File: config.mk
export PLATFORM = sky130hd
export DESIGN_NAME = tesf_top
export DESIGN_NICKNAME = d
export VERILOG_FILES = /design/src/core/tesf_pkg.sv /design/src/core/tesf_chan_if.sv /design/src/core/tesf_chan.sv /design/src/core/tesf_top.sv
export SDC_FILE = /design/constraint.sdc
export NUM_CORES = 1
export LEC_CHECK = 0
export ABC_AREA = 1
export BUFFER_PORTS_ARGS = -buffer_cell sky130_fd_sc_hd__buf_2
export CORE_MARGIN = 2
export CORE_UTILIZATION = 25
export CTS_CLUSTER_DIAMETER = 200
export DETAILED_ROUTE_END_ITERATION = 10
export GPL_TIMING_DRIVEN = 0
export HOLD_SLACK_MARGIN = 0.03
export MAX_ROUTING_LAYER = met4
export PLACE_DENSITY = 0.42
export SLEW_MARGIN = 15
export SYNTH_ARGS = -nofsm -noshare
export SYNTH_HDL_FRONTEND = slang
export SYNTH_SLANG_ARGS = --single-unit
File: constraint.sdc
create_clock -name clk_in -period 4.05 [get_ports clk_in]
set_clock_uncertainty 0.15 [all_clocks]
set_input_delay 0.2025 -clock clk_in [delete_from_list [all_inputs] [get_ports clk_in]]
set_output_delay 0.2025 -clock clk_in [all_outputs]
set_load 0.005 [all_outputs]
File: src/core/tesf_pkg.sv
// Functional notes
// - Normal mode: bit 0 sets on counter match with first compare register.
// - Normal mode: bit 1 sets on counter match with second compare register.
// - Normal mode: bit 2 sets on up-counter overflow.
// - Up-down count enable bit selects normal (0) or two-phase counter (1) layout.
// - Two-phase mode: bit 4 sets on any increment or decrement.
// - Two-phase mode: bit 3 sets on up-down counter underflow.
// - Two-phase mode: bit 2 sets on up-down counter overflow.
// - Each flag reads 0 until its event is seen, then 1.
// - Channels 4 and 5 only have the normal layout.
`default_nettype none
package tesf_pkg;
	localparam int          NUM_CH                     = 4;
	localparam int          NUM_UD                     = 2;
	// Status registers of channels 2..5, byte addresses
	localparam logic [31:0] ADDR_STAT [NUM_CH]         = '{32'hFFFFF164, 32'hFFFFF174,
	                                                       32'hFFFFF184, 32'hFFFFF194};
	localparam logic [31:0] ADDR_MODE                  = 32'hFFFFF1F0;
	localparam logic [31:0] ADDR_IRQ_PEND              = 32'hFFFFF1F4;
	localparam logic [31:0] ADDR_IRQ_MASK              = 32'hFFFFF1F8;
	localparam int          CH2_UPDOWN_COUNT_ENABLE_BIT = 0;
	localparam int          CH3_UPDOWN_COUNT_ENABLE_BIT = 1;
	localparam int          BIT_CMP0                   = 0;
	localparam int          BIT_CMP1                   = 1;
	localparam int          BIT_OVF                    = 2;
	localparam int          BIT_UD_OVF                 = 2;
	localparam int          BIT_UD_UNF                 = 3;
	localparam int          BIT_UD_STEP                = 4;
	localparam logic [7:0]  LAYOUT_NORMAL              = 8'h07;
	localparam logic [7:0]  LAYOUT_UPDOWN              = 8'h1C;
	localparam logic [7:0]  FLAGS_RST                  = 8'h00;
	localparam logic [1:0]  MODE_RST                   = 2'h0;
	localparam logic [31:0] PEND_RST                   = 32'h00000000;
	localparam logic [31:0] MASK_RST                   = 32'h00000000;
	localparam logic [31:0] RDATA_RST                  = 32'h00000000;
endpackage
`default_nettype wire

File: src/core/tesf_chan_if.sv
`default_nettype none
interface tesf_chan_if;
	logic       cmp0_match;
	logic       cmp1_match;
	logic       up_overflow;
	logic       ud_step;
	logic       ud_underflow;
	logic       ud_overflow;
	logic       updown_count_enable;
	logic [7:0] rd_clr;
	logic [7:0] flags;
	logic [7:0] set_vec;
	modport chan (
		input  cmp0_match, cmp1_match, up_overflow, ud_step, ud_underflow, ud_overflow,
		input  updown_count_enable, rd_clr,
		output flags, set_vec
	);
	modport ctrl (
		output cmp0_match, cmp1_match, up_overflow, ud_step, ud_underflow, ud_overflow,
		output updown_count_enable, rd_clr,
		input  flags, set_vec
	);
endinterface
`default_nettype wire

File: src/core/tesf_chan.sv
`default_nettype none
module tesf_chan #(
	parameter bit HAS_UD = 1'b0
) (
	input  wire logic clk_in,
	input  wire logic rst_in,
	tesf_chan_if.chan ch
);
	import tesf_pkg::*;

	typedef struct packed {
		logic [7:0] flags_q;
		logic       mode_q;
	} tesf_chan_st_t;

	tesf_chan_st_t st;
	tesf_chan_st_t nx;
	logic          mode;
	logic [7:0]    set;
	logic [7:0]    layout;

	always_comb begin
		mode = HAS_UD & ch.updown_count_enable;
		set = 8'h00;
		if (mode) begin
			set[BIT_UD_OVF] = ch.ud_overflow;
			set[BIT_UD_UNF] = ch.ud_underflow;
			set[BIT_UD_STEP] = ch.ud_step;
		end else begin
			set[BIT_CMP0] = ch.cmp0_match;
			set[BIT_CMP1] = ch.cmp1_match;
			set[BIT_OVF] = ch.up_overflow;
		end
		layout = mode ? LAYOUT_UPDOWN : LAYOUT_NORMAL;
		nx = st;
		nx.mode_q = mode;
		// Flags of the old layout mean nothing in the new one
		if (mode != st.mode_q) begin
			nx.flags_q = FLAGS_RST;
			set = 8'h00;
		end else begin
			// Set wins over a read clear in the same cycle
			nx.flags_q = ((st.flags_q & ~ch.rd_clr) | set) & layout;
		end
	end

	always_ff @(posedge clk_in) begin
		if (rst_in) begin
			st <= '{flags_q: FLAGS_RST, mode_q: 1'b0};
		end else begin
			st <= nx;
		end
	end

	assign ch.flags = st.flags_q;
	assign ch.set_vec = set;

	flag_set_a: assert property (@(posedge clk_in) disable iff (rst_in)
		set != 8'h00 |=> (st.flags_q & $past(set)) == $past(set))
		else $error("event did not set its flag");
	flag_hold_a: assert property (@(posedge clk_in) disable iff (rst_in)
		(st.mode_q == mode) && ch.rd_clr == 8'h00 |=> ($past(st.flags_q) & ~st.flags_q) == 8'h00)
		else $error("flag dropped without a read");
	layout_zero_a: assert property (@(posedge clk_in) disable iff (rst_in)
		(st.flags_q & ~(st.mode_q ? LAYOUT_UPDOWN : LAYOUT_NORMAL)) == 8'h00)
		else $error("bit outside active layout is set");
	normal_only_a: assert property (@(posedge clk_in) disable iff (rst_in)
		!HAS_UD |-> !st.mode_q && (st.flags_q & ~LAYOUT_NORMAL) == 8'h00)
		else $error("normal-only channel left normal layout");
	mode_clear_a: assert property (@(posedge clk_in) disable iff (rst_in)
		$changed(st.mode_q) |-> st.flags_q == FLAGS_RST)
		else $error("flags kept across layout change");
	step_flag_c: cover property (@(posedge clk_in) disable iff (rst_in)
		st.mode_q && st.flags_q[BIT_UD_STEP]);
endmodule
`default_nettype wire

File: src/core/tesf_top.sv
`default_nettype none
module tesf_top (
	input  wire logic                        clk_in,
	input  wire logic                        rst_in,
	input  wire logic                        psel_in,
	input  wire logic                        penable_in,
	input  wire logic                        pwrite_in,
	input  wire logic [31:0]                 paddr_in,
	input  wire logic [31:0]                 pwdata_in,
	output logic      [31:0]                 prdata_out,
	output logic                             pready_out,
	output logic                             pslverr_out,
	output logic                             irq_out,
	input  wire logic [tesf_pkg::NUM_CH-1:0] cmp0_match_in,
	input  wire logic [tesf_pkg::NUM_CH-1:0] cmp1_match_in,
	input  wire logic [tesf_pkg::NUM_CH-1:0] up_overflow_in,
	input  wire logic [tesf_pkg::NUM_UD-1:0] ud_step_in,
	input  wire logic [tesf_pkg::NUM_UD-1:0] ud_underflow_in,
	input  wire logic [tesf_pkg::NUM_UD-1:0] ud_overflow_in
);
	import tesf_pkg::*;

	typedef struct packed {
		logic [31:0] prdata_q;
		logic        err_q;
		logic [1:0]  mode_q;
		logic [31:0] pend_q;
		logic [31:0] mask_q;
	} tesf_top_st_t;

	tesf_top_st_t              st;
	tesf_top_st_t              nx;
	logic [NUM_CH-1:0]         st_hit;
	logic                      hit_mode;
	logic                      hit_pend;
	logic                      hit_mask;
	logic                      hit_any;
	logic                      setup;
	logic                      access;
	logic [31:0]               rd_word;
	logic [NUM_CH-1:0][7:0]    flags_w;
	logic [NUM_CH-1:0][7:0]    set_w;
	logic [31:0]               set_all;

	tesf_chan_if ch_if [NUM_CH] ();

	////////////////////////////////////////////////////////////////////////
	// Channels

	for (genvar g = 0; g < NUM_CH; g++) begin : g_ch
		assign ch_if[g].cmp0_match = cmp0_match_in[g];
		assign ch_if[g].cmp1_match = cmp1_match_in[g];
		assign ch_if[g].up_overflow = up_overflow_in[g];
		// Only a completed read clears, and only the bits it returned
		assign ch_if[g].rd_clr = (access && !pwrite_in && st_hit[g]) ? st.prdata_q[7:0] : 8'h00;
		assign flags_w[g] = ch_if[g].flags;
		assign set_w[g] = ch_if[g].set_vec;
		if (g < NUM_UD) begin : g_ud
			assign ch_if[g].ud_step = ud_step_in[g];
			assign ch_if[g].ud_underflow = ud_underflow_in[g];
			assign ch_if[g].ud_overflow = ud_overflow_in[g];
			assign ch_if[g].updown_count_enable = st.mode_q[g];
		end else begin : g_norm
			assign ch_if[g].ud_step = 1'b0;
			assign ch_if[g].ud_underflow = 1'b0;
			assign ch_if[g].ud_overflow = 1'b0;
			assign ch_if[g].updown_count_enable = 1'b0;
		end
		tesf_chan #(
			.HAS_UD (g < NUM_UD)
		) u_chan (
			.clk_in (clk_in),
			.rst_in (rst_in),
			.ch     (ch_if[g])
		);
	end

	assign set_all = set_w;

	////////////////////////////////////////////////////////////////////////
	// APB decode

	always_comb begin
		setup = psel_in && !penable_in;
		access = psel_in && penable_in;
		for (int i = 0; i < NUM_CH; i++) begin
			st_hit[i] = (paddr_in == ADDR_STAT[i]);
		end
		hit_mode = (paddr_in == ADDR_MODE);
		hit_pend = (paddr_in == ADDR_IRQ_PEND);
		hit_mask = (paddr_in == ADDR_IRQ_MASK);
		hit_any = (|st_hit) || hit_mode || hit_pend || hit_mask;
		rd_word = 32'h00000000;
		for (int i = 0; i < NUM_CH; i++) begin
			if (st_hit[i]) begin
				rd_word = {24'h000000, flags_w[i]};
			end
		end
		if (hit_mode) begin
			rd_word = {30'h0, st.mode_q};
		end
		if (hit_pend) begin
			rd_word = st.pend_q;
		end
		if (hit_mask) begin
			rd_word = st.mask_q;
		end
	end

	////////////////////////////////////////////////////////////////////////
	// Registers

	always_comb begin
		nx = st;
		// Read data and error are latched in the setup cycle so both come from flops
		if (setup) begin
			nx.prdata_q = pwrite_in ? RDATA_RST : rd_word;
			nx.err_q = !hit_any;
		end
		nx.pend_q = st.pend_q | set_all;
		if (access && pwrite_in) begin
			if (hit_mode) begin
				nx.mode_q = pwdata_in[1:0];
			end
			if (hit_mask) begin
				nx.mask_q = pwdata_in;
			end
			if (hit_pend) begin
				// New events win over the clear
				nx.pend_q = (st.pend_q & ~pwdata_in) | set_all;
			end
			// Status register writes fall through untouched
		end
	end

	always_ff @(posedge clk_in) begin
		if (rst_in) begin
			st <= '{prdata_q: RDATA_RST, err_q: 1'b0, mode_q: MODE_RST,
			        pend_q: PEND_RST, mask_q: MASK_RST};
		end else begin
			st <= nx;
		end
	end

	assign prdata_out = st.prdata_q;
	assign pready_out = 1'b1;
	assign pslverr_out = access && st.err_q;
	assign irq_out = |(st.pend_q & st.mask_q);

	////////////////////////////////////////////////////////////////////////
	// Checks

	ch2_cmp0_a: assert property (@(posedge clk_in) disable iff (rst_in)
		cmp0_match_in[0] && !st.mode_q[0] && $stable(st.mode_q) |=> flags_w[0][BIT_CMP0])
		else $error("ch2 compare 0 match not flagged");
	ch5_cmp1_a: assert property (@(posedge clk_in) disable iff (rst_in)
		cmp1_match_in[3] |=> flags_w[3][BIT_CMP1])
		else $error("ch5 compare 1 match not flagged");
	ch4_ovf_a: assert property (@(posedge clk_in) disable iff (rst_in)
		up_overflow_in[2] |=> flags_w[2][BIT_OVF])
		else $error("ch4 overflow not flagged");
	ch3_step_a: assert property (@(posedge clk_in) disable iff (rst_in)
		ud_step_in[1] && st.mode_q[1] && $stable(st.mode_q) |=> flags_w[1][BIT_UD_STEP])
		else $error("ch3 step not flagged");
	ch2_unf_a: assert property (@(posedge clk_in) disable iff (rst_in)
		ud_underflow_in[0] && st.mode_q[0] && $stable(st.mode_q) |=> flags_w[0][BIT_UD_UNF])
		else $error("ch2 underflow not flagged");
	ch3_udovf_a: assert property (@(posedge clk_in) disable iff (rst_in)
		ud_overflow_in[1] && st.mode_q[1] && $stable(st.mode_q) |=> flags_w[1][BIT_UD_OVF])
		else $error("ch3 up-down overflow not flagged");
	normal_ignore_a: assert property (@(posedge clk_in) disable iff (rst_in)
		!st.mode_q[0] && !$past(st.mode_q[0]) |-> !flags_w[0][BIT_UD_UNF] && !flags_w[0][BIT_UD_STEP])
		else $error("ch2 up-down flag in normal layout");
	write_ignored_a: assert property (@(posedge clk_in) disable iff (rst_in)
		access && pwrite_in && (|st_hit) && set_all == 32'h00000000
		|=> flags_w == $past(flags_w))
		else $error("status write changed flags");
	read_clear_a: assert property (@(posedge clk_in) disable iff (rst_in)
		access && !pwrite_in && st_hit[2] && set_w[2] == 8'h00 && st.prdata_q[BIT_CMP0]
		|=> !flags_w[2][BIT_CMP0])
		else $error("read did not clear returned flag");
	read_data_a: assert property (@(posedge clk_in) disable iff (rst_in)
		setup && !pwrite_in && st_hit[3] |=> prdata_out == {24'h000000, $past(flags_w[3])})
		else $error("status read returned wrong data");
	unmapped_a: assert property (@(posedge clk_in) disable iff (rst_in)
		setup && !hit_any |=> pslverr_out || !access)
		else $error("unmapped access without error");
	pend_w1c_a: assert property (@(posedge clk_in) disable iff (rst_in)
		access && pwrite_in && hit_pend && pwdata_in[0] && !set_all[0] |=> !st.pend_q[0])
		else $error("pending bit not cleared by write one");
	irq_level_a: assert property (@(posedge clk_in) disable iff (rst_in)
		(set_all & st.mask_q) != 32'h00000000 && !(access && pwrite_in && hit_mask) |=> irq_out)
		else $error("masked-in event did not raise interrupt");

	ud_mode_c: cover property (@(posedge clk_in) disable iff (rst_in)
		st.mode_q[0] && flags_w[0][BIT_UD_OVF]);
	irq_rise_c: cover property (@(posedge clk_in) disable iff (rst_in) $rose(irq_out));
	read_clear_c: cover property (@(posedge clk_in) disable iff (rst_in)
		access && !pwrite_in && st.prdata_q != 32'h00000000);
	unmapped_c: cover property (@(posedge clk_in) disable iff (rst_in) pslverr_out);
endmodule
`default_nettype wire

==> flow_metrics.env <==
export IMPL_final_nets=1067
export IMPL_fin_area_um2=7700
export IMPL_area_growth_pct=36.4
export IMPL_holdPathEnd="st[66]"
export IMPL_h_tree_depth=4
export IMPL_r2r_start="ch_if[1].updown_count_enable"
export IMPL_gp_congestion=0.832
export IMPL_yosysTopAreaCell="dfxtp_1"
export IMPL_finalHoldViolCount=0
export IMPL_clockBufferDepth=2
export IMPL_crit_chain="dlygate4sd3_1 -> buf_2 -> inv_1 -> nor2_1 -> inv_1 -> nor2_4 -> buf_6 -> nand2_1 -> a32o_1 -> dlygate4sd3_1"
export IMPL_ant_nets=0
export IMPL_slew_headroom=0.522
export IMPL_cts_tree="done"
export IMPL_post_cts_buffers=0
export IMPL_avgSynthCellArea_um2=7.20
export IMPL_ctsHoldBuffers=57
export IMPL_syn_num_nets=871
export IMPL_power_density_nw_per_um2=360
export IMPL_cp_required_ns=4.20
export IMPL_place_ws_ns=1.86
export IMPL_max_freq_mhz=430
export IMPL_tns_ns=0
export IMPL_comb_power_share=0.072
export IMPL_grt_max_degree=17
export IMPL_final_common_cell="nand2_1"
export IMPL_intPower_mw=2.12
export IMPL_p_clk_frac=0.500
export IMPL_hold_path_class="in2reg"
export IMPL_clkTransAtPathRegs_ns=0.06
export IMPL_synth_top_area_share=0.415
export IMPL_yosys_warnings=0
export IMPL_syn_area_um2=5650
export IMPL_grt_antenna_before_repair=0
export IMPL_numPortBuffers=120
export IMPL_viasPerCell=4.51
export IMPL_wl_mm=20.2
export IMPL_slew_violations=0
export IMPL_setup_viol=0
export IMPL_grt_pass1_vias=5610
export IMPL_synth_top_cells_by_area="dfxtp_1, nand2_1, inv_1"
export IMPL_rows=54
export IMPL_placedCellCount=1184
export IMPL_n_antenna_cell=0
export IMPL_die_h_um=154
export IMPL_grt_overflow_total=0
export IMPL_finalPower_mw=2.77
export IMPL_drc_errors=0
export IMPL_swShare=0.237
export IMPL_drv_cap=0
export IMPL_r2r_end="st[43]"
export IMPL_core_area_um2=22000
export IMPL_drive_gt1_frac=0.228
export IMPL_synth_distinct_cells=43
export IMPL_status="finished, final reports clean"
export IMPL_globalRouteTotalUtil=0.177
export IMPL_async_flop_share=0
export IMPL_cpMaxStageDelayCell="dlygate4sd3_1"
export IMPL_timing_critical_path_slowest_cell_delay_ns=0.55
export IMPL_clkLatencyLatePin_ns=0.41
export IMPL_fin_ws_ns=1.72
export IMPL_synth_cells=784
export IMPL_drt_iter0_drc=319
export IMPL_synth_edf_count=0
export IMPL_grt_pass1_wl_mm=31.3
export IMPL_clkSinkCount=117
export IMPL_min_period_ns=2.33
export IMPL_rrSetupSlack_ns=2.19
export IMPL_num_io_pins=122
export IMPL_firstDrtPassIters=5
export IMPL_critPathKind="in2reg"
export IMPL_vias=5732
export IMPL_worst_path_max_fanout=10
export IMPL_worstHoldPathCells=4
export IMPL_cp_end_kind="flip-flop"
export IMPL_p_seq_frac=0.428
export IMPL_cts_resized=0
export IMPL_stdcell_count=1272
export IMPL_synth_flop_cell="dfxtp_1"
export IMPL_fp_dieW_um=154
export IMPL_worst_pin_slew_ns=0.717
export IMPL_worstHoldStart="psel_in"
export IMPL_r2r_cells=6
export IMPL_start_util=0.256
export IMPL_cts_root_buf="clkbuf_16"
export IMPL_cp_arrival_ns=2.48
export IMPL_yosysSeqAreaShare=0.415
export IMPL_period_share=0.574
export IMPL_rsz0062_at_grt="no"
export IMPL_dpl_cell_area_um2=6600
export IMPL_place_hpwl_mm=15.8
export IMPL_startpoint_type="input port"
export IMPL_dieArea_um2=23800
export IMPL_peakVddDrop_mv=0.248
export IMPL_p_sw_mw=0.657
export IMPL_synth_seq_cells=117
export IMPL_cts_buffers=17
export IMPL_mostFrequentLayoutCells="nand2_1, buf_2, dfxtp_1"
export IMPL_avgRoutedWirePerCell_um=15.9
export IMPL_p_leak_nw=3.30
## cells by family after synthesis
family	after synthesis	synth area share
DFF	117	0.415
buffers and inverters	173	0.143
AOI/OAI and AO/OA	203	0.210
and+or+nand+nor	290	0.231
other	1	0.000664
## metal layers
| metal | track usage | share of wire |
|---|---|---|
| met5 | - | 0 |
| met4 | 0.0450 | 0.010 |
| met3 | 0.0291 | 0.038 |
| met2 | 0.259 | 0.42 |
| met1 | 0.254 | 0.53 |
## how the worst max path moves through the flow
stage,startpoint,end,slack (ns),cells past startpoint
6_report,pwrite_in,st[32],1.72,10
2_1_floorplan,paddr_in[13],st[40],2.47,9
3_3_place_gp,paddr_in[1],prdata_out[20],1.85,9
4_1_cts,pwrite_in,st[33],1.73,10
5_1_grt,pwrite_in,st[40],1.62,10
3_5_place_dp,paddr_in[1],prdata_out[20],1.86,9
## worst max-delay path: cells and delay by family
kind	cells	cell delay (ns)
buffers and inverters	6	1.61
AND/OR/NAND/NOR	3	0.44
AO/OA/AOI/OAI	1	0.21
## synthesized netlist by cell type, types with 4 or more instances
cell,n
a211oi_1,16
dfxtp_1,117
inv_1,99
nor3_1,25
o21ai_1,7
buf_2,13
nor2_1,50
inv_2,7
a22o_1,5
a32o_1,5
nor2_2,6
a21oi_1,72
buf_4,34
nand3_1,24
o22ai_1,26
nand2_1,153
nand4_1,8
clkbuf_1,16
a221oi_1,4
o21ai_0,59
## power groups by stage
stage / clock (mW) / combinational (mW) / sequential, mW
2_1_floorplan: 0 / 0.0720 / 1.20
3_3_place_gp: 0 / 0.159 / 1.21
3_5_place_dp: 0 / 0.158 / 1.21
4_1_cts: 1.42 / 0.201 / 1.19
5_1_grt: 1.47 / 0.222 / 1.19
6_report: 1.39 / 0.199 / 1.19
## metrics by stage
stage                     hold slack, ns   util
after CTS                         0.0326  0.350
after floorplan                    0.137      -
final                             0.0372  0.350
after global routing              0.0702  0.350
after detailed placement           0.267  0.300
after global placement             0.263  0.300
## area by class of cell
class                      count  area, um2
fill                        2432      14300
multi-input combinational    494       2500
sequential                   117       2340
timing repair buffer         177       1170
clock buffer                  22        454
buffer                        67        410
inverter                     106        398
tap                          280        350
clock inverter                 9       81.3
## flip-flops by register name, indices dropped and copies added, names as in the netlist
register and flops:
prdata_out 32, g_ch.u_chan.ch.flags 16, st 65, g_ch.u_chan.st 2
ch_if.updown_count_enable 2
Power figures use the tool's default switching activity.
